===== src/include/adcc_defs.svh =====
`ifndef ADCC_DEFS_SVH
`define ADCC_DEFS_SVH

// Register byte offsets
`define ADCC_OFF_CTRL 12'h000
`define ADCC_OFF_CLKP 12'h004
`define ADCC_OFF_PINS 12'h008
`define ADCC_OFF_RESL 12'h00c
`define ADCC_OFF_RESH 12'h010
`define ADCC_OFF_IRQ 12'h014

// Control register fields
`define ADCC_CTRL_START_BIT 7
`define ADCC_CTRL_BUSY_BIT 6
`define ADCC_CTRL_CH_MSB 3

// Clock and power register fields
`define ADCC_CLKP_FILL_BIT 7
`define ADCC_CLKP_PWR_BIT 6
`define ADCC_CLKP_REF_BIT 5
`define ADCC_CLKP_DIV_MSB 2

// Interrupt register fields
`define ADCC_IRQ_FLAG_BIT 0
`define ADCC_IRQ_EN_BIT 1
`define ADCC_IRQ_MF_BIT 2
`define ADCC_IRQ_GLB_BIT 3

// Clock select codes
`define ADCC_DIV_1 3'h4
`define ADCC_DIV_2 3'h0
`define ADCC_DIV_4 3'h5
`define ADCC_DIV_8 3'h1
`define ADCC_DIV_16 3'h6
`define ADCC_DIV_32 3'h2

// Terminal counts of the divider (ratio minus one)
`define ADCC_LIM_1 5'h00
`define ADCC_LIM_2 5'h01
`define ADCC_LIM_4 5'h03
`define ADCC_LIM_8 5'h07
`define ADCC_LIM_16 5'h0f
`define ADCC_LIM_32 5'h1f

// Conversion length in converter clock periods
`define ADCC_CONV_PERIODS 5'h10

// Reset values
`define ADCC_BUSY_RST 1'b1
`define ADCC_START_RST 1'b0
`define ADCC_CH_RST 4'h0
`define ADCC_BYTE_RST 8'h00

`endif


===== src/include/adcc_pkg.sv =====
`default_nettype none
package adcc_pkg;
    // Conversion sequencer states
    typedef enum logic [1:0] {
        ADCC_IDLE,
        ADCC_HOLD,
        ADCC_CONVERT
    } adcc_state_t;
endpackage : adcc_pkg
`default_nettype wire


===== src/rtl/adcc_conv_ctrl.sv =====
// The register addresses and the APB register port were decided locally.
`timescale 1ns/1ps
`default_nettype none
`include "adcc_defs.svh"
module adcc_conv_ctrl #(
    parameter int PINS = 8,
    parameter int RES_W = 12
) (
    // Clock and reset
    input wire logic ref_clk_in,
    input wire logic sys_rst_in,
    // APB slave
    input wire logic psel_in,
    input wire logic penable_in,
    input wire logic pwrite_in,
    input wire logic [11:0] paddr_in,
    input wire logic [31:0] pwdata_in,
    input wire logic [3:0] pstrb_in,
    output logic [31:0] prdata_out,
    output logic pready_out,
    output logic pslverr_out,
    // Analog converter core
    input wire logic [RES_W-1:0] conv_data_in,
    output logic conv_power_on_out,
    output logic conv_reset_out,
    output logic conv_clk_en_out,
    output logic [3:0] conv_channel_out,
    output logic ref_ext_sel_out,
    // Interrupt request
    output logic conv_irq_out,
    // Port pins
    input wire logic [PINS-1:0] port_dir_in,
    input wire logic [PINS-1:0] pullup_in,
    output logic [PINS-1:0] pin_analog_out,
    output logic [PINS-1:0] pin_dir_out,
    output logic [PINS-1:0] pin_pullup_out,
    output logic [PINS-1:0] pin_digital_en_out,
    output logic vref_pin_analog_out
);
    // Software-visible state
    logic start;
    logic [3:0] channel_select;
    logic conv_power_off;
    logic reference_select;
    logic [2:0] conv_clock_div_sel;
    logic [PINS-1:0] analog_pin_enable;
    logic irq_flag;
    logic conv_irq_enable;
    logic mf_irq_enable;
    logic global_irq_enable;
    logic next_start;
    logic [3:0] next_channel_select;
    logic next_conv_power_off;
    logic next_reference_select;
    logic [2:0] next_conv_clock_div_sel;
    logic [PINS-1:0] next_analog_pin_enable;
    logic next_irq_flag;
    logic next_conv_irq_enable;
    logic next_mf_irq_enable;
    logic next_global_irq_enable;

    // Sequencer state
    adcc_pkg::adcc_state_t state;
    adcc_pkg::adcc_state_t next_state;
    logic start_prev;
    logic conv_busy_flag;
    logic next_conv_busy_flag;
    logic [4:0] period_cnt;
    logic [4:0] next_period_cnt;
    logic [RES_W-1:0] result;
    logic [RES_W-1:0] next_result;
    logic conv_done;

    // Bus decode
    logic [31:0] rdata;
    logic [31:0] next_rdata;
    logic setup_rd;
    logic wr_en;
    logic start_rise;
    logic start_fall;
    logic tick;

    // Is the offset one of ours
    function automatic logic addr_mapped(input logic [11:0] a);
        return (a == `ADCC_OFF_CTRL) || (a == `ADCC_OFF_CLKP) || (a == `ADCC_OFF_PINS) ||
               (a == `ADCC_OFF_RESL) || (a == `ADCC_OFF_RESH) || (a == `ADCC_OFF_IRQ);
    endfunction : addr_mapped

    // Zero-wait slave; error only on unmapped offsets
    assign pready_out = 1'b1;
    assign pslverr_out = psel_in & penable_in & ~addr_mapped(paddr_in);
    assign setup_rd = psel_in & ~penable_in & ~pwrite_in;
    // Registers are byte wide, so only lane 0 carries writes
    assign wr_en = psel_in & penable_in & pwrite_in & pstrb_in[0] & addr_mapped(paddr_in);
    assign prdata_out = rdata;

    // Read data captured in setup so the access phase shows a flop
    always_comb
    begin
        next_rdata = rdata;
        if (setup_rd)
        begin
            next_rdata = 32'h0000_0000;
            unique case (paddr_in)
                `ADCC_OFF_CTRL:
                begin
                    next_rdata[`ADCC_CTRL_START_BIT] = start;
                    next_rdata[`ADCC_CTRL_BUSY_BIT] = conv_busy_flag;
                    next_rdata[`ADCC_CTRL_CH_MSB:0] = channel_select;
                end
                `ADCC_OFF_CLKP:
                begin
                    next_rdata[`ADCC_CLKP_FILL_BIT] = 1'b1;
                    next_rdata[`ADCC_CLKP_PWR_BIT] = conv_power_off;
                    next_rdata[`ADCC_CLKP_REF_BIT] = reference_select;
                    next_rdata[`ADCC_CLKP_DIV_MSB:0] = conv_clock_div_sel;
                end
                `ADCC_OFF_PINS: next_rdata[PINS-1:0] = analog_pin_enable;
                `ADCC_OFF_RESL: next_rdata[7:0] = result[7:0];
                `ADCC_OFF_RESH: next_rdata[RES_W-9:0] = result[RES_W-1:8];
                `ADCC_OFF_IRQ:
                begin
                    next_rdata[`ADCC_IRQ_FLAG_BIT] = irq_flag;
                    next_rdata[`ADCC_IRQ_EN_BIT] = conv_irq_enable;
                    next_rdata[`ADCC_IRQ_MF_BIT] = mf_irq_enable;
                    next_rdata[`ADCC_IRQ_GLB_BIT] = global_irq_enable;
                end
                default: next_rdata = 32'h0000_0000;
            endcase
        end
    end

    always_ff @(posedge ref_clk_in or posedge sys_rst_in)
    begin
        if (sys_rst_in)
            rdata <= 32'h0000_0000;
        else
            rdata <= next_rdata;
    end

    // Control register writes
    always_comb
    begin
        next_start = start;
        next_channel_select = channel_select;
        next_conv_power_off = conv_power_off;
        next_reference_select = reference_select;
        next_conv_clock_div_sel = conv_clock_div_sel;
        next_analog_pin_enable = analog_pin_enable;
        next_conv_irq_enable = conv_irq_enable;
        next_mf_irq_enable = mf_irq_enable;
        next_global_irq_enable = global_irq_enable;
        if (wr_en && paddr_in == `ADCC_OFF_CTRL)
        begin
            next_start = pwdata_in[`ADCC_CTRL_START_BIT];
            next_channel_select = pwdata_in[`ADCC_CTRL_CH_MSB:0];
        end
        if (wr_en && paddr_in == `ADCC_OFF_CLKP)
        begin
            next_conv_power_off = pwdata_in[`ADCC_CLKP_PWR_BIT];
            next_reference_select = pwdata_in[`ADCC_CLKP_REF_BIT];
            next_conv_clock_div_sel = pwdata_in[`ADCC_CLKP_DIV_MSB:0];
        end
        if (wr_en && paddr_in == `ADCC_OFF_PINS)
            next_analog_pin_enable = pwdata_in[PINS-1:0];
        if (wr_en && paddr_in == `ADCC_OFF_IRQ)
        begin
            next_conv_irq_enable = pwdata_in[`ADCC_IRQ_EN_BIT];
            next_mf_irq_enable = pwdata_in[`ADCC_IRQ_MF_BIT];
            next_global_irq_enable = pwdata_in[`ADCC_IRQ_GLB_BIT];
        end
    end

    always_ff @(posedge ref_clk_in or posedge sys_rst_in)
    begin
        if (sys_rst_in)
        begin
            start <= `ADCC_START_RST;
            channel_select <= `ADCC_CH_RST;
            conv_power_off <= 1'b0;
            reference_select <= 1'b0;
            conv_clock_div_sel <= 3'h0;
            analog_pin_enable <= '0;
            conv_irq_enable <= 1'b0;
            mf_irq_enable <= 1'b0;
            global_irq_enable <= 1'b0;
        end
        else
        begin
            start <= next_start;
            channel_select <= next_channel_select;
            conv_power_off <= next_conv_power_off;
            reference_select <= next_reference_select;
            conv_clock_div_sel <= next_conv_clock_div_sel;
            analog_pin_enable <= next_analog_pin_enable;
            conv_irq_enable <= next_conv_irq_enable;
            mf_irq_enable <= next_mf_irq_enable;
            global_irq_enable <= next_global_irq_enable;
        end
    end

    // Start bit edges
    assign start_rise = start & ~start_prev;
    assign start_fall = ~start & start_prev;
    assign conv_done = (state == adcc_pkg::ADCC_CONVERT) && tick &&
                       (period_cnt == `ADCC_CONV_PERIODS - 5'h01);

    // Conversion sequencer
    always_comb
    begin
        next_state = state;
        next_conv_busy_flag = conv_busy_flag;
        next_period_cnt = period_cnt;
        next_result = result;
        unique case (state)
            adcc_pkg::ADCC_IDLE, adcc_pkg::ADCC_CONVERT:
            begin
                if (start_rise)
                begin
                    next_state = adcc_pkg::ADCC_HOLD;
                    next_conv_busy_flag = 1'b1;
                    next_period_cnt = 5'h00;
                end
                else if (conv_done)
                begin
                    next_state = adcc_pkg::ADCC_IDLE;
                    next_conv_busy_flag = 1'b0;
                    next_result = conv_data_in;
                end
                else if (state == adcc_pkg::ADCC_CONVERT && tick)
                    next_period_cnt = period_cnt + 5'h01;
            end
            adcc_pkg::ADCC_HOLD:
            begin
                if (start_fall)
                begin
                    next_state = adcc_pkg::ADCC_CONVERT;
                    next_period_cnt = 5'h00;
                end
            end
            default: next_state = adcc_pkg::ADCC_IDLE;
        endcase
    end

    always_ff @(posedge ref_clk_in or posedge sys_rst_in)
    begin
        if (sys_rst_in)
        begin
            state <= adcc_pkg::ADCC_IDLE;
            start_prev <= `ADCC_START_RST;
            conv_busy_flag <= `ADCC_BUSY_RST;
            period_cnt <= 5'h00;
            result <= '0;
        end
        else
        begin
            state <= next_state;
            start_prev <= start;
            conv_busy_flag <= next_conv_busy_flag;
            period_cnt <= next_period_cnt;
            result <= next_result;
        end
    end

    // Interrupt flag; completion wins over a software clear
    always_comb
    begin
        next_irq_flag = irq_flag;
        if (wr_en && paddr_in == `ADCC_OFF_IRQ)
            next_irq_flag = irq_flag & pwdata_in[`ADCC_IRQ_FLAG_BIT];
        if (conv_done)
            next_irq_flag = 1'b1;
    end

    always_ff @(posedge ref_clk_in or posedge sys_rst_in)
    begin
        if (sys_rst_in)
            irq_flag <= 1'b0;
        else
            irq_flag <= next_irq_flag;
    end

    assign conv_irq_out = irq_flag & conv_irq_enable & mf_irq_enable & global_irq_enable;

    // Converter core controls
    // power is the inverse of the power-off bit
    assign conv_power_on_out = ~conv_power_off;
    assign conv_reset_out = (state == adcc_pkg::ADCC_HOLD);
    assign conv_clk_en_out = tick;
    assign conv_channel_out = channel_select;
    assign ref_ext_sel_out = reference_select;

    // Converter clock enables; unpowered core gets none
    adcc_clk_div u_div (
        .ref_clk_in(ref_clk_in),
        .sys_rst_in(sys_rst_in),
        .div_sel_in(conv_clock_div_sel),
        .run_in(~conv_power_off),
        .restart_in(state == adcc_pkg::ADCC_HOLD),
        .tick_out(tick)
    );

    // Pin function override
    adcc_pin_mux #(
        .PINS(PINS)
    ) u_pins (
        .ref_clk_in(ref_clk_in),
        .sys_rst_in(sys_rst_in),
        .analog_pin_enable_in(analog_pin_enable),
        .port_dir_in(port_dir_in),
        .pullup_in(pullup_in),
        .reference_select_in(reference_select),
        .pin_analog_out(pin_analog_out),
        .pin_dir_out(pin_dir_out),
        .pin_pullup_out(pin_pullup_out),
        .pin_digital_en_out(pin_digital_en_out),
        .vref_pin_analog_out(vref_pin_analog_out)
    );
endmodule : adcc_conv_ctrl
`default_nettype wire


===== src/rtl/adcc_clk_div.sv =====
`timescale 1ns/1ps
`default_nettype none
`include "adcc_defs.svh"
module adcc_clk_div (
    // Clock and reset
    input wire logic ref_clk_in,
    input wire logic sys_rst_in,
    // Control
    input wire logic [2:0] div_sel_in,
    input wire logic run_in,
    input wire logic restart_in,
    // Converter clock enable
    output logic tick_out
);
    logic [4:0] cnt;
    logic [4:0] next_cnt;
    logic [5:0] lim;

    // Valid flag and terminal count for a select code
    function automatic logic [5:0] div_limit(input logic [2:0] sel);
        logic [5:0] r;
        r = {1'b0, `ADCC_LIM_1};
        unique case (sel)
            `ADCC_DIV_1: r = {1'b1, `ADCC_LIM_1};
            `ADCC_DIV_2: r = {1'b1, `ADCC_LIM_2};
            `ADCC_DIV_4: r = {1'b1, `ADCC_LIM_4};
            `ADCC_DIV_8: r = {1'b1, `ADCC_LIM_8};
            `ADCC_DIV_16: r = {1'b1, `ADCC_LIM_16};
            `ADCC_DIV_32: r = {1'b1, `ADCC_LIM_32};
            default: r = {1'b0, `ADCC_LIM_1};
        endcase
        return r;
    endfunction : div_limit

    assign lim = div_limit(div_sel_in);
    assign tick_out = lim[5] & run_in & ~restart_in & (cnt >= lim[4:0]);

    // Counter; restart aligns the phase to the conversion start
    always_comb
    begin
        next_cnt = cnt;
        if (restart_in || !run_in || !lim[5] || tick_out)
            next_cnt = 5'h00;
        else
            next_cnt = cnt + 5'h01;
    end

    always_ff @(posedge ref_clk_in or posedge sys_rst_in)
    begin
        if (sys_rst_in)
            cnt <= 5'h00;
        else
            cnt <= next_cnt;
    end
endmodule : adcc_clk_div
`default_nettype wire


===== src/rtl/adcc_pin_mux.sv =====
`timescale 1ns/1ps
`default_nettype none
module adcc_pin_mux #(
    parameter int PINS = 8
) (
    // Clock and reset
    input wire logic ref_clk_in,
    input wire logic sys_rst_in,
    // Settings
    input wire logic [PINS-1:0] analog_pin_enable_in,
    input wire logic [PINS-1:0] port_dir_in,
    input wire logic [PINS-1:0] pullup_in,
    input wire logic reference_select_in,
    // Effective pin configuration
    output logic [PINS-1:0] pin_analog_out,
    output logic [PINS-1:0] pin_dir_out,
    output logic [PINS-1:0] pin_pullup_out,
    output logic [PINS-1:0] pin_digital_en_out,
    output logic vref_pin_analog_out
);
    logic [PINS-1:0] next_dir;
    logic [PINS-1:0] next_pullup;
    logic [PINS-1:0] next_dig;

    // Analog pins override the port settings
    always_comb
    begin
        next_dir = port_dir_in | analog_pin_enable_in;
        next_pullup = pullup_in & ~analog_pin_enable_in;
        next_dig = ~analog_pin_enable_in;
    end

    always_ff @(posedge ref_clk_in or posedge sys_rst_in)
    begin
        if (sys_rst_in)
        begin
            pin_analog_out <= '0;
            pin_dir_out <= '0;
            pin_pullup_out <= '0;
            pin_digital_en_out <= '1;
            vref_pin_analog_out <= 1'b0;
        end
        else
        begin
            pin_analog_out <= analog_pin_enable_in;
            pin_dir_out <= next_dir;
            pin_pullup_out <= next_pullup;
            pin_digital_en_out <= next_dig;
            vref_pin_analog_out <= reference_select_in;
        end
    end
endmodule : adcc_pin_mux
`default_nettype wire


===== config.mk =====
export PLATFORM = sky130hd
export DESIGN_NAME = adcc_conv_ctrl
export DESIGN_NICKNAME = d
export VERILOG_FILES = /design/src/include/adcc_pkg.sv /design/src/rtl/adcc_conv_ctrl.sv /design/src/rtl/adcc_clk_div.sv /design/src/rtl/adcc_pin_mux.sv
export VERILOG_INCLUDE_DIRS = /design/src /design/src/include
export SDC_FILE = /design/constraint.sdc
export NUM_CORES = 1
export LEC_CHECK = 0
export BUFFER_PORTS_ARGS = -buffer_cell sky130_fd_sc_hd__buf_4
export CORE_MARGIN = 1.5
export CORE_UTILIZATION = 49
export DETAILED_ROUTE_END_ITERATION = 10
export PLACE_DENSITY = 0.8
export SLEW_MARGIN = 20
export SYNTH_ARGS = -nofsm -noshare
export SYNTH_HDL_FRONTEND = slang
export SYNTH_SLANG_ARGS = --single-unit

===== constraint.sdc =====
create_clock -name ref_clk_in -period 3.68 [get_ports ref_clk_in]
set_input_delay 1.104 -clock ref_clk_in [delete_from_list [all_inputs] [get_ports ref_clk_in]]
set_output_delay 1.104 -clock ref_clk_in [all_outputs]
set_load 0.01 [all_outputs]

Yosys cells after proc, flatten, opt, wreduce, memory -nomap -nowiden
Cells that the tools add are included.
{"block": "totals", "inputBits": 81, "reg_bits": 89, "word_cells": 115}
{"block": "op_classes", "order_cmp": 1, "n_reduce_logical": 26, "n_addsub": 2, "n_bitwise": 27, "eq_ne": 17, "n_mux": 20}
{"op": "$pmux 6 s6", "n": 1}
{"op": "$mux 5", "n": 5}
{"op": "$eq 12x4->1 const B", "n": 2}
{"op": "$eq 12x5->1 const B", "n": 2}
{"op": "$pmux 3 s6", "n": 1}
{"op": "$and 1x1->1", "n": 16}
{"op": "$eq 12x3->1 const B", "n": 1}
{"op": "$logic_not 12->1", "n": 1}
{"op": "$add 5x1->5 const B", "n": 2}
{"op": "$pmux 5 s2", "n": 1}
{"op": "$eq 3x3->1 const B", "n": 3}
{"op": "$ne 3x3->1 const B", "n": 3}
{"op": "$and 8x8->8", "n": 1}
{"op": "$logic_or 1x1->1", "n": 8}
{"op": "$not 1->1", "n": 8}
{"op": "$not 8->8", "n": 1}
{"op": "$or 8x8->8", "n": 1}
{"op": "$pmux 2 s4", "n": 1}
{"op": "$logic_and 1x1->1", "n": 6}
{"op": "$mux 2", "n": 3}
{"op": "$reduce_bool 2->1", "n": 3}
{"op": "$eq 5x4->1 const B", "n": 1}
{"op": "$ge 5x5->1", "n": 1}
{"op": "$pmux 1 s5", "n": 1}
{"op": "16 further kinds", "n": 20}

Longest topological paths before layout
Gate-level depths: netlist of the first run.
{"block": "depth", "ltp_word": 10, "ltp_mapped": 9, "ltp_nobuf": 8}

Cells and area by module
Synthesis of the first run repeated with hierarchy kept, for this count alone.
{"block": "unflattened", "cells_unflattened": 355, "hier_area_um2": 4134.0}
{"module": "adcc_conv_ctrl", "cells_each": 256, "area_per_inst_um2": 2793.9, "n_inst": 1}
{"module": "adcc_pin_mux", "cells_each": 58, "area_per_inst_um2": 969.7, "n_inst": 1}
{"module": "adcc_clk_div", "cells_each": 41, "area_per_inst_um2": 370.4, "n_inst": 1}

Least setup slack after synthesis of the first run
OpenSTA, ideal clock, no wires.
{"block": "synth_timing", "path_kind": "input to output", "startpoint": "input paddr_in[7]", "endpoint": "output pslverr_out", "required_time_ns": 2.576, "slack_ns": 0.481, "arrival_ns": 2.095, "cell_stages": 3, "path_buffers": 0, "path_cell_list": "or4_4 > nor4_4 > a21boi_0"}
{"block": "synth_between", "elab_chain_cells": 8, "elab_cells_between_ends": 13, "cone_classes": "eq/ne: 5; bitwise: 2; reduce/logical: 6"}
{"item": "start: declaration", "line_no": "adcc_conv_ctrl.sv:16", "rtl": "input wire logic [11:0] paddr_in,"}
{"item": "$eq 12x3->1 or $logic_not 12->1 (tied branches)"}
{"item": "$logic_or 1x1->1 (4 in a row)", "line_no": "adcc_conv_ctrl.sv:85", "rtl": "return (a == `ADCC_OFF_CTRL) || (a == `ADCC_OFF_CLKP) || (a == `ADCC_OFF_PINS) ||"}
{"item": "$logic_or 1x1->1 (*)", "line_no": "adcc_conv_ctrl.sv:85"}
{"item": "$not 1->1 (*)", "line_no": "adcc_conv_ctrl.sv:91", "rtl": "assign pslverr_out = psel_in & penable_in & ~addr_mapped(paddr_in);"}
{"item": "$and 1x1->1 (*)", "line_no": "adcc_conv_ctrl.sv:91"}
{"item": "end: declaration", "line_no": "adcc_conv_ctrl.sv:21", "rtl": "output logic pslverr_out,"}
Every way passes the cells marked *; elsewhere a longest branch is shown, timed or not.

Final worst setup path of the first run
Same ends and word-level chain as after synthesis.

==> results of run 1 <==
==> stage by stage <==
stage | utilization (%) | std cells | total power, mW | worst slack [ps]
2_1_floorplan | - | 351 | 1.13 | 284
3_3_place_gp | 61.5 | 526 | 1.19 | 189
3_5_place_dp | 61.5 | 526 | 1.20 | 178
4_1_cts | 64.7 | 542 | 2.04 | 176
5_1_grt | 64.7 | 542 | 2.11 | 131
6_report | 64.7 | 542 | 2.02 | 183
==> per-layer routing <==
layer  track usage [%]  vias up  part of all wire, %
met5                 0        -                    0
met4              8.58        0                  2.2
met3              4.63       17                  5.4
met2              34.2       90                   52
met1              24.0     1314                   40
li1                  -     1289                    -
==> cells in the mapped netlist (2+ instances only) <==
master    instances  share of area [%]
and2_1            2               0.31
a21o_1            2               0.37
buf_4            25                4.7
nand3_1           6               0.75
xor2_1            2               0.44
a22o_1            2               0.44
mux2_2           25                7.0
mux2_4            8                3.0
nor2_1           18                1.7
o21ai_0          12                1.5
and3_1            2               0.31
nand2_1          22                2.1
or2_2             9                1.4
nand2b_1          6               0.93
a32o_1            2               0.50
nand3b_1          3               0.56
dfrtp_1          80                 50
clkbuf_1          7               0.65
mux4_2            4                2.2
a21oi_1           5               0.62
dfstp_2           9                5.9
a22oi_1           2               0.37
mux2i_1          12                3.0
ha_1              8                2.5
inv_1            15                1.4
conb_1            2               0.19
nor2b_1          12                1.9
==> cells in the final DEF (no fill, tap or decap), types with 2 or more instances in the layout <==
cell	instances
mux2_2	25
nor2b_1	12
nand2_1	22
dfrtp_1	80
ha_1	8
mux4_2	4
nand2b_1	6
bufinv_16	3
a21oi_1	5
a22oi_1	2
nand3_1	6
and3_1	2
nor2_1	18
mux2_4	8
o21ai_0	12
dfstp_2	9
or2_2	9
conb_1	25
xor2_1	2
inv_6	3
and2_1	2
clkbuf_8	9
mux2i_1	12
a32o_1	2
a21o_1	2
inv_1	14
buf_4	106
a22o_1	2
nand3b_1	3
==> cell families (layout without fill, tap and decap cells) <==
family / count (synthesis) / count (layout) / share of synthesized area (%)
AOI/OAI and AO/OA: 35 / 35 / 5.75
buffers and inverters: 49 / 138 / 7.09
and+or+nand+nor: 93 / 93 / 13.0
adders and majority gates: 8 / 8 / 2.49
xor gates and xnor gates: 3 / 3 / 0.653
DFF: 89 / 89 / 55.6
other: 2 / 25 / 0.187
muxes: 49 / 49 / 15.2
==> cell type report <==
type                            count  share of cell area (%)
Clock buffer                        9                    2.44
Clock inverter                      7                    2.61
Inverter                           15                    1.13
Multi-Input combinational cell    213                    31.2
Sequential cell                    89                    44.1
Tap cell                          102                    2.51
Timing Repair Buffer              107                    16.1
==> final timing paths <==
| check | start | to | slack [ps] | cells past startpoint |
|---|---|---|---|---|
| setup / recovery | paddr_in[7] | pslverr_out | 180 | 5 |
| min in group asynchronous | sys_rst_in | u_pins.pin_dir_out[5]$_DFF_PP0_ | 880 | 2 |
| hold reg to reg | analog_pin_enable[5]$_DFFE_PP0P_ | u_pins.pin_analog_out[5]$_DFF_PP0_ | 470 | 0 |
| max in group asynchronous | sys_rst_in | conv_busy_flag$_DFFE_PP1P_ | 2050 | 3 |
| hold / removal | analog_pin_enable[5]$_DFFE_PP0P_ | u_pins.pin_analog_out[5]$_DFF_PP0_ | 470 | 0 |
| setup reg to reg | conv_clock_div_sel[0]$_DFFE_PP0P_ | result[2]$_DFFE_PP0P_ | 790 | 8 |
==> flip-flops by register name, indices dropped and copies added (netlist names), 2 cells and up <==
name                       cells
u_pins.pin_pullup_out          8
analog_pin_enable              8
u_div.cnt                      5
conv_clock_div_sel             3
prdata_out                     8
state                          2
u_pins.pin_digital_en_out      8
u_pins.pin_analog_out          8
result                        12
u_pins.pin_dir_out             8
period_cnt                     5
conv_channel_out               4
==> critical path, stage by stage <==
cell and delay (ps):
buf_4 110, or4_4 530, nor4_4 340, a21boi_0 150, buf_4 170
==> power by group through the flow <==
stage	Sequential [mW]	Clock, mW	Combinational (mW)
2_1_floorplan	1.03	0	0.103
4_1_cts	1.01	0.854	0.174
6_report	1.01	0.838	0.171
5_1_grt	1.01	0.908	0.191
3_3_place_gp	1.03	0	0.167
3_5_place_dp	1.03	0	0.173
==> flow_metrics.env, run 1 <==
export IMPL_status="finished, final reports clean"
export IMPL_yosys_warnings=0
export IMPL_gr_usage_all_layers_pct=20.0
export IMPL_crit_fanout=4
export IMPL_worst_pin_slew_ps=858
export IMPL_design_core_area_sq_um=7850
export IMPL_place_area_sq_um=4820
export IMPL_io_pins=157
export IMPL_ys_seq_area_share_pct=55.6
export IMPL_postCtsSetupRepairBufs=0
export IMPL_rsz0062_at_grt="no"
export IMPL_powerDensity_nw_per_um2=397
export IMPL_p_clk_share_pct=41.6
export IMPL_netlist_area_sq_um=4020
export IMPL_initial_core_util_pct=51.3
export IMPL_fill_cells=595
export IMPL_drv_slew=0
export IMPL_cts_tree="built"
export IMPL_multi_input_area_sq_um=1590
export IMPL_gp_congestion=0.781
export IMPL_hpwl_um=6260
export IMPL_wl_um=8350
export IMPL_yosys_register_bits=89
export IMPL_grt_pass1_wl_um=13000
export IMPL_async_flop_share_pct=100
export IMPL_min_path_type="register to register"
export IMPL_grt_max_degree=52
export IMPL_ant_nets=0
export IMPL_fmax_mhz=286
export IMPL_peakVddDrop_uv=229
export IMPL_required_ps=2580
export IMPL_clock_sinks=89
export IMPL_seq_area_sq_um=2240
export IMPL_slew_headroom_pct=42.7
export IMPL_finalClockSkew_ps=10.8
export IMPL_vias_per_cell=5.00
export IMPL_clockRootBuffer="clkbuf_8"
export IMPL_hold_ws_ps=469
export IMPL_cts_buffer_depth=2
export IMPL_syn_avg_cell_area_sq_um=12.3
export IMPL_startpoint_type="input pin"
export IMPL_layout_drive_gt1_share_pct=41.8
export IMPL_p_leak_nw=2.56
export IMPL_antenna_found_initial=0
export IMPL_hold_viol=0
export IMPL_wl_per_cell_um=15.4
export IMPL_min_period_ps=3500
export IMPL_h_tree_depth=3
export IMPL_power_frac_comb_pct=8.5
export IMPL_drt_iter0_drc=101
export IMPL_syn_inst=328
export IMPL_areaGrowthSynthToFinish_pct=26.3
export IMPL_rows=32
export IMPL_grt_overflow=0
export IMPL_arrival_ps=2390
export IMPL_diodes=0
export IMPL_endpoint_kind="primary output"
export IMPL_max_cap_violations=0
export IMPL_fp_dieArea_sq_um=8760
export IMPL_netSwitchingPower_mw=0.472
export IMPL_die_x_um=93.6
export IMPL_die_y_um=93.6
export IMPL_drc=0
export IMPL_fin_nets=524
export IMPL_tns_ps=0
export IMPL_criticalPathCategory="input pin to primary output"
export IMPL_worstSkewPairLatency_ps=370
export IMPL_grt_pass1_vias=2657
export IMPL_yosys_most_used_dff="dfrtp_1"
export IMPL_numCtsBuffers=9
export IMPL_swShare_pct=23.4
export IMPL_num_vias=2710
export IMPL_postCtsHoldBufs=0
export IMPL_setup_viol=0
export IMPL_synth_edf_count=0
export IMPL_synth_distinct_cells=53
export IMPL_post_cts_resize_count=0
export IMPL_fin_crit_sh_pct=95.0
export IMPL_clkTransAtPathRegs_ps=100
export IMPL_postLayoutCellArea_sq_um=5080
export IMPL_dr_pass1_iters=4
export IMPL_seqPwrFrac_pct=50.0
export IMPL_portBuffers=104
export IMPL_cellInternalPower_mw=1.55
Note: power is estimated with default switching activity, not from simulation.
==> inputs of run 2 (changes only) <==
==> constraint.sdc (replaced) <==
create_clock -name ref_clk_in -period 3.68 [get_ports ref_clk_in]
set_input_delay 0.184 -clock ref_clk_in [delete_from_list [all_inputs] [get_ports ref_clk_in]]
set_output_delay 0.184 -clock ref_clk_in [all_outputs]
set_load 0.01 [all_outputs]
==> run 2 against run 1 <==
Compared with the run above: the flow now finishes with violations (hold timing); non-clock buffer count up 1; clock skew down 2.0 ps; via count up 2.8%; global-route usage down 0.17 points; combinational power about the same; utilization down 0.54 points; setup slack better by 510 ps; wire length about the same; clock power down 14%; final area down 0.84%; sequential power about the same; cell count up 0.18%; critical endpoint is now result[1]$_DFFE_PP0P_.
==> flow_metrics.env, run 2 (same netlist as run 1, synthesis figures left out) <==
export IMPL_status="finished, violations left"
export IMPL_violations="hold timing"
export IMPL_clockRootBuffer="clkbuf_8"
export IMPL_diodes=0
export IMPL_rows=32
export IMPL_met2_usage_pct=34.1
export IMPL_wl_um=8350
export IMPL_ant_nets=0
export IMPL_rsz0062_at_grt="no"
export IMPL_fmax_mhz=335
export IMPL_die_y_um=93.6
export IMPL_largest_register_ff_count=12
export IMPL_criticalPathCategory="register to register"
export IMPL_worstSkewPairLatency_ps=350
export IMPL_endpoint_kind="register"
export IMPL_powerDensity_nw_per_um2=376
export IMPL_layout_drive_gt1_share_pct=40.6
export IMPL_h_tree_depth=3
export IMPL_power_mw=1.89
export IMPL_max_cap_violations=0
export IMPL_tns_ps=0
export IMPL_portBuffers=104
export IMPL_fin_nets=525
export IMPL_crit_fanout=12
export IMPL_hold_viol=1
export IMPL_worst_pin_slew_ps=933
export IMPL_grt_pass1_wl_um=13100
export IMPL_gr_usage_all_layers_pct=19.8
export IMPL_use_met1_pct=23.5
export IMPL_cts_tree="built"
export IMPL_reg2reg_slack_ps=700
export IMPL_grt_max_degree=57
export IMPL_dp_cells=524
export IMPL_met3_usage_pct=4.23
export IMPL_hpwl_um=6150
export IMPL_p_leak_nw=2.54
export IMPL_drc=0
export IMPL_clock_sinks=89
export IMPL_final_cells=543
export IMPL_hold_ws_ps=-0.955
export IMPL_top_usage_layer="met2"
export IMPL_grt_pass1_vias=2729
export IMPL_cts_buffer_depth=2
export IMPL_multi_input_area_sq_um=1590
export IMPL_grt_overflow=0
export IMPL_slew_headroom_pct=37.8
export IMPL_arrival_ps=3220
export IMPL_io_pins=157
export IMPL_regMostFlops="result"
export IMPL_antenna_found_initial=0
export IMPL_fin_crit_sh_pct=81.1
export IMPL_die_x_um=93.6
export IMPL_vias_per_cell=5.13
export IMPL_utilization_pct=64.2
export IMPL_min_period_ps=2980
export IMPL_required_ps=3910
export IMPL_final_common_cell="buf_4"
export IMPL_layout_cells_most_common_list="105 x buf_4, 80 x dfrtp_1, 25 x mux2_2, 25 x conb_1, 22 x nand2_1"
export IMPL_startpoint_type="register"
export IMPL_finalClockSkew_ps=8.85
export IMPL_design_core_area_sq_um=7850
export IMPL_drv_slew=0
export IMPL_clkTransAtPathRegs_ps=90
export IMPL_fill_cells=599
export IMPL_setup_viol=0
export IMPL_initial_core_util_pct=51.3
export IMPL_gp_congestion=0.773
export IMPL_num_vias=2786
export IMPL_drt_iter0_drc=104
export IMPL_areaGrowthSynthToFinish_pct=25.3
export IMPL_dr_pass1_iters=4
export IMPL_peakVddDrop_uv=197
export IMPL_numCtsBuffers=9
export IMPL_min_path_type="input pin to asynchronous set/reset pin"
export IMPL_seq_area_sq_um=2240
export IMPL_fp_dieArea_sq_um=8760
export IMPL_wl_per_cell_um=15.4
[run 2: worst paths after layout]
kind | endpoint | cells after the start | start
setup / recovery | result[1]$_DFFE_PP0P_ | 8 | conv_clock_div_sel[0]$_DFFE_PP0P_
hold / removal | u_pins.pin_analog_out[5]$_DFF_PP0_ | 2 | sys_rst_in
setup reg to reg | result[1]$_DFFE_PP0P_ | 8 | conv_clock_div_sel[0]$_DFFE_PP0P_
hold reg to reg | u_pins.pin_analog_out[7]$_DFF_PP0_ | 0 | analog_pin_enable[7]$_DFFE_PP0P_
max in group asynchronous | u_pins.pin_digital_en_out[4]$_DFF_PP1_ | 3 | sys_rst_in
min in group ref_clk_in | u_pins.pin_dir_out[5]$_DFF_PP0_ | 2 | port_dir_in[5]
[run 2: power breakdown]
part           switching (mW)  leakage [nW]  internal (mW)
combinational          0.0860          1.30         0.0848
sequential             0.0101          1.14          0.997
clock                   0.331         0.101          0.386
total                   0.427          2.54           1.47
[run 2: cell type report]
class / count / share of cell area (%)
clock buffer: 12 / 2.68
clock inverter: 4 / 1.51
inverter: 15 / 1.14
multi-input combinational: 213 / 31.5
sequential: 89 / 44.4
tap: 102 / 2.53
timing repair buffer: 108 / 16.2
[run 2: critical path: stages (launching register included)]
cell      delay (ps)
dfrtp_1          450
nand2b_1         240
and2_1           180
ha_1             270
nand2_1           40
o21ai_0          300
a22o_1           320
nand4_1          580
mux2_2           490
[run 2: metal layers]
layer | vias up | routed length (um) | part of all wire (%)
li1 | 1294 | - | -
met1 | 1371 | 3370 | 40
met2 | 100 | 4310 | 52
met3 | 21 | 431 | 5.2
met4 | 0 | 238 | 2.9
met5 | - | 0 | 0
[run 2: what timing repair did]
action,4_1_cts,5_1_grt
hold buffers,0,3
setup buffers,0,0
resized for setup,0,0
endpoints found under the hold margin,0,3
[run 2: through the flow]
step | cell area [sq um] | worst slack [ps]
floorplan | 4110 | 1100
global placement | 4800 | 824
detailed placement | 4800 | 721
CTS | 5010 | 686
global route | 5040 | 442
finish | 5040 | 696
==> inputs of run 3 (changes only) <==
--- a/config.mk
+++ b/config.mk
@@ -6,6 +6,7 @@
 export SDC_FILE = /design/constraint.sdc
 export NUM_CORES = 1
 export LEC_CHECK = 0
+export ABC_AREA = 1
 export BUFFER_PORTS_ARGS = -buffer_cell sky130_fd_sc_hd__buf_4
 export CORE_MARGIN = 1.5
 export CORE_UTILIZATION = 49
==> constraint.sdc (replaced) <==
create_clock -name ref_clk_in -period 2.8 [get_ports ref_clk_in]
set_input_delay 0.14 -clock ref_clk_in [delete_from_list [all_inputs] [get_ports ref_clk_in]]
set_output_delay 0.14 -clock ref_clk_in [all_outputs]
set_load 0.01 [all_outputs]
==> run 3 against run 2 <==
Compared with the run above: the run now ends clean; final area rose by 6.2%; critical path depth up 6; clock power up 37%; wire length grew 12%; sequential power rose by 31%; synthesized area increased by 3.5%; clock-buffer cell count shrank 2; utilization grew 0.94 points.
==> flow_metrics.env, run 3 <==
export IMPL_netlist_area_sq_um=4160
export IMPL_holdCritStartpoint="conv_data_in[3]"
export IMPL_p_leak_nw=2.71
export IMPL_ys_seq_area_share_pct=53.8
export IMPL_grt_pass1_wl_um=15100
export IMPL_hpwl_um=6870
export IMPL_status="finished, final reports clean"
export IMPL_die_y_um=95.2
export IMPL_hold_path_depth=3
export IMPL_layout_cells_most_common_list="107 x buf_4, 91 x nand2_1, 80 x dfrtp_1, 61 x inv_1, 44 x nor2_1"
export IMPL_min_period_ps=2310
export IMPL_syn_avg_cell_area_sq_um=8.97
export IMPL_clkTransAtPathRegs_ps=90
export IMPL_powerDensity_nw_per_um2=471
export IMPL_async_flop_share_pct=100
export IMPL_yosys_register_bits=89
export IMPL_crit_fanout=18
export IMPL_largest_register_ff_count=12
export IMPL_finalClockSkew_ps=5.32
export IMPL_cpMostUsedCell="nand2_1"
export IMPL_netSwitchingPower_mw=0.594
export IMPL_postLayoutCellArea_sq_um=5350
export IMPL_worstSkewPairLatency_ps=360
export IMPL_reg2reg_slack_ps=490
export IMPL_arrival_ps=2560
export IMPL_power_frac_comb_pct=8.9
export IMPL_tns_ps=0
export IMPL_grt_pass1_vias=3230
export IMPL_critPathTopFamily="simple AND/OR/NAND/NOR gates"
export IMPL_ant_nets=0
export IMPL_drv_slew=0
export IMPL_cts_buffer_depth=2
export IMPL_die_x_um=95.2
export IMPL_areaGrowthSynthToFinish_pct=28.5
export IMPL_yosysTopAreaCellShare_pct=48.1
export IMPL_r2r_end="period_cnt[1]$_DFFE_PP0P_"
export IMPL_startpoint_type="register"
export IMPL_wl_um=9360
export IMPL_final_cells=700
export IMPL_wl_per_cell_um=13.4
export IMPL_drt_iter0_drc=156
export IMPL_cp_slowest_cell="dfrtp_1"
export IMPL_endpoint_kind="register"
export IMPL_peakVddDrop_uv=215
export IMPL_r2r_cells=14
export IMPL_gr_usage_all_layers_pct=22.0
export IMPL_io_pins=157
export IMPL_synth_edf_count=0
export IMPL_path_cells="inv_1, nor2_1, nand2_1, ha_1, nand2_1, inv_1, a21oi_1, nand2_1, nand3_2, nor2_4, nand2_2, nand2_1, nand2_1, nand2_1"
export IMPL_yosys_top_cells_count="91 x nand2_1, 80 x dfrtp_1, 62 x inv_1"
export IMPL_worstHoldEndpoint="result[3]$_DFFE_PP0P_"
export IMPL_design_core_area_sq_um=8220
export IMPL_setup_viol=0
export IMPL_clockRootBuffer="clkbuf_8"
export IMPL_synth_most_common_cell="nand2_1"
export IMPL_yosys_warnings=0
export IMPL_drc=0
export IMPL_max_cap_violations=0
export IMPL_min_path_type="input pin to register"
export IMPL_portBuffers=104
export IMPL_cpPeakStageDelay_ps=380
export IMPL_seqPwrFrac_pct=52.2
export IMPL_cts_tree="built"
export IMPL_worst_pin_slew_ps=571
export IMPL_synth_area_top_cells="dfrtp_1 48%, nand2_1 8.2%, dfstp_2 5.7%"
export IMPL_grt_max_degree=59
export IMPL_final_common_cell="buf_4"
export IMPL_fin_nets=679
export IMPL_vias_per_cell=4.79
export IMPL_syn_inst=464
export IMPL_slew_headroom_pct=61.9
export IMPL_post_cts_resize_count=0
export IMPL_power_mw=2.52
export IMPL_p_clk_share_pct=38.9
export IMPL_cellInternalPower_mw=1.93
export IMPL_synth_largest_area_cell="dfrtp_1"
export IMPL_h_tree_depth=3
export IMPL_fp_dieArea_sq_um=9060
export IMPL_grt_overflow=0
export IMPL_synth_distinct_cells=41
export IMPL_fmax_mhz=433
export IMPL_required_ps=3050
export IMPL_path_buf_inv=2
export IMPL_criticalPathCategory="register to register"
export IMPL_dr_pass1_iters=4
export IMPL_initial_core_util_pct=50.7
export IMPL_rr_startpoint="conv_clock_div_sel[1]$_DFFE_PP0P_"
export IMPL_fin_crit_sh_pct=82.4
export IMPL_rows=33
export IMPL_regMostFlops="result"
export IMPL_diodes=0
export IMPL_rsz0062_at_grt="no"
export IMPL_dp_cells=669
export IMPL_antenna_found_initial=0
export IMPL_gp_congestion=0.863
export IMPL_num_vias=3351
export IMPL_numCtsBuffers=9
export IMPL_yosys_most_used_dff="dfrtp_1"
export IMPL_layout_drive_gt1_share_pct=29.7
export IMPL_clock_sinks=89
export IMPL_postCtsSetupRepairBufs=0
export IMPL_place_area_sq_um=4980
export IMPL_swShare_pct=23.5
export IMPL_hold_viol=0
## run 3: cell count changes after synthesis, sizes merged, moves of 5 or more
cell | before | now
inv | 15 | 64
mux2i | 12 | 0
clkbuf | 7 | 2
nor2 | 18 | 51
nand2b | 6 | 0
nand3 | 6 | 42
o21ai | 12 | 36
mux2 | 33 | 0
nor2b | 12 | 0
nand2 | 22 | 96
nor3 | 0 | 6
## run 3: power groups by stage
stage / clock (mW) / combinational (mW) / sequential, mW
2_1_floorplan: 0 / 0.105 / 1.35
3_3_place_gp: 0 / 0.203 / 1.34
3_5_place_dp: 0 / 0.209 / 1.34
4_1_cts: 0.991 / 0.227 / 1.32
5_1_grt: 1.06 / 0.247 / 1.32
6_report: 0.981 / 0.225 / 1.32
## run 3: timing repair
| action | 4_1_cts | 5_1_grt |
|---|---|---|
| hold buffers | 15 | 0 |
| endpoints found under the setup margin | 0 | 0 |
| hold endpoints to repair | 43 | 0 |
## run 3: worst min-delay path, stage by stage
cell and delay (ps):
buf_4 80, nand3_1 60, nand2_1 60
## run 3: per-stage QoR
| step | setup WS (ps) | hold slack, ps | utilization [%] |
|---|---|---|---|
| after floorplan | 368 | 241 | - |
| after global placement | 638 | 211 | 60.6 |
| after detailed placement | 529 | 221 | 60.6 |
| after CTS | 483 | 2.99 | 65.1 |
| after global routing | 271 | 12.2 | 65.1 |
| final | 493 | 10.4 | 65.1 |
## run 3: kinds of logic after synthesis
group | share of synthesized area [%]
AO/OA/AOI/OAI | 7.69
XOR/XNOR | 0.841
adder cells (fa/ha/maj) | 2.40
buffers and inverters | 11.2
flip-flops | 53.8
other | 0.180
AND/OR/NAND/NOR | 23.9
## run 3: cell type report
class / instances / area [sq um]
clock inverter: 6 / 92.6
timing repair buffer: 123 / 973
sequential: 89 / 2240
clock buffer: 10 / 128
fill: 661 / 2860
tap: 105 / 131
inverter: 65 / 245
multi-input combinational: 302 / 1540
## run 3: worst max path at each step
stage	startpoint	to	slack, ps	depth (start not counted)
3_3_place_gp	conv_clock_div_sel[0]$_DFFE_PP0P_	period_cnt[1]$_DFFE_PP0P_	640	13
5_1_grt	conv_clock_div_sel[1]$_DFFE_PP0P_	period_cnt[1]$_DFFE_PP0P_	270	14
3_5_place_dp	conv_clock_div_sel[1]$_DFFE_PP0P_	period_cnt[1]$_DFFE_PP0P_	530	14
2_1_floorplan	sys_rst_in	analog_pin_enable[0]$_DFFE_PP0P_	370	1
4_1_cts	conv_clock_div_sel[1]$_DFFE_PP0P_	period_cnt[1]$_DFFE_PP0P_	480	14
6_report	conv_clock_div_sel[1]$_DFFE_PP0P_	period_cnt[1]$_DFFE_PP0P_	490	14
## run 3: routing by layer
layer / up-vias / share of wire (%) / GRT usage [%]
met2: 113 / 48 / 36.2
met5: - / 0 / 0
met3: 17 / 6.2 / 3.35
met1: 1560 / 44 / 28.8
li1: 1661 / - / -
met4: 0 / 2.3 / 9.20
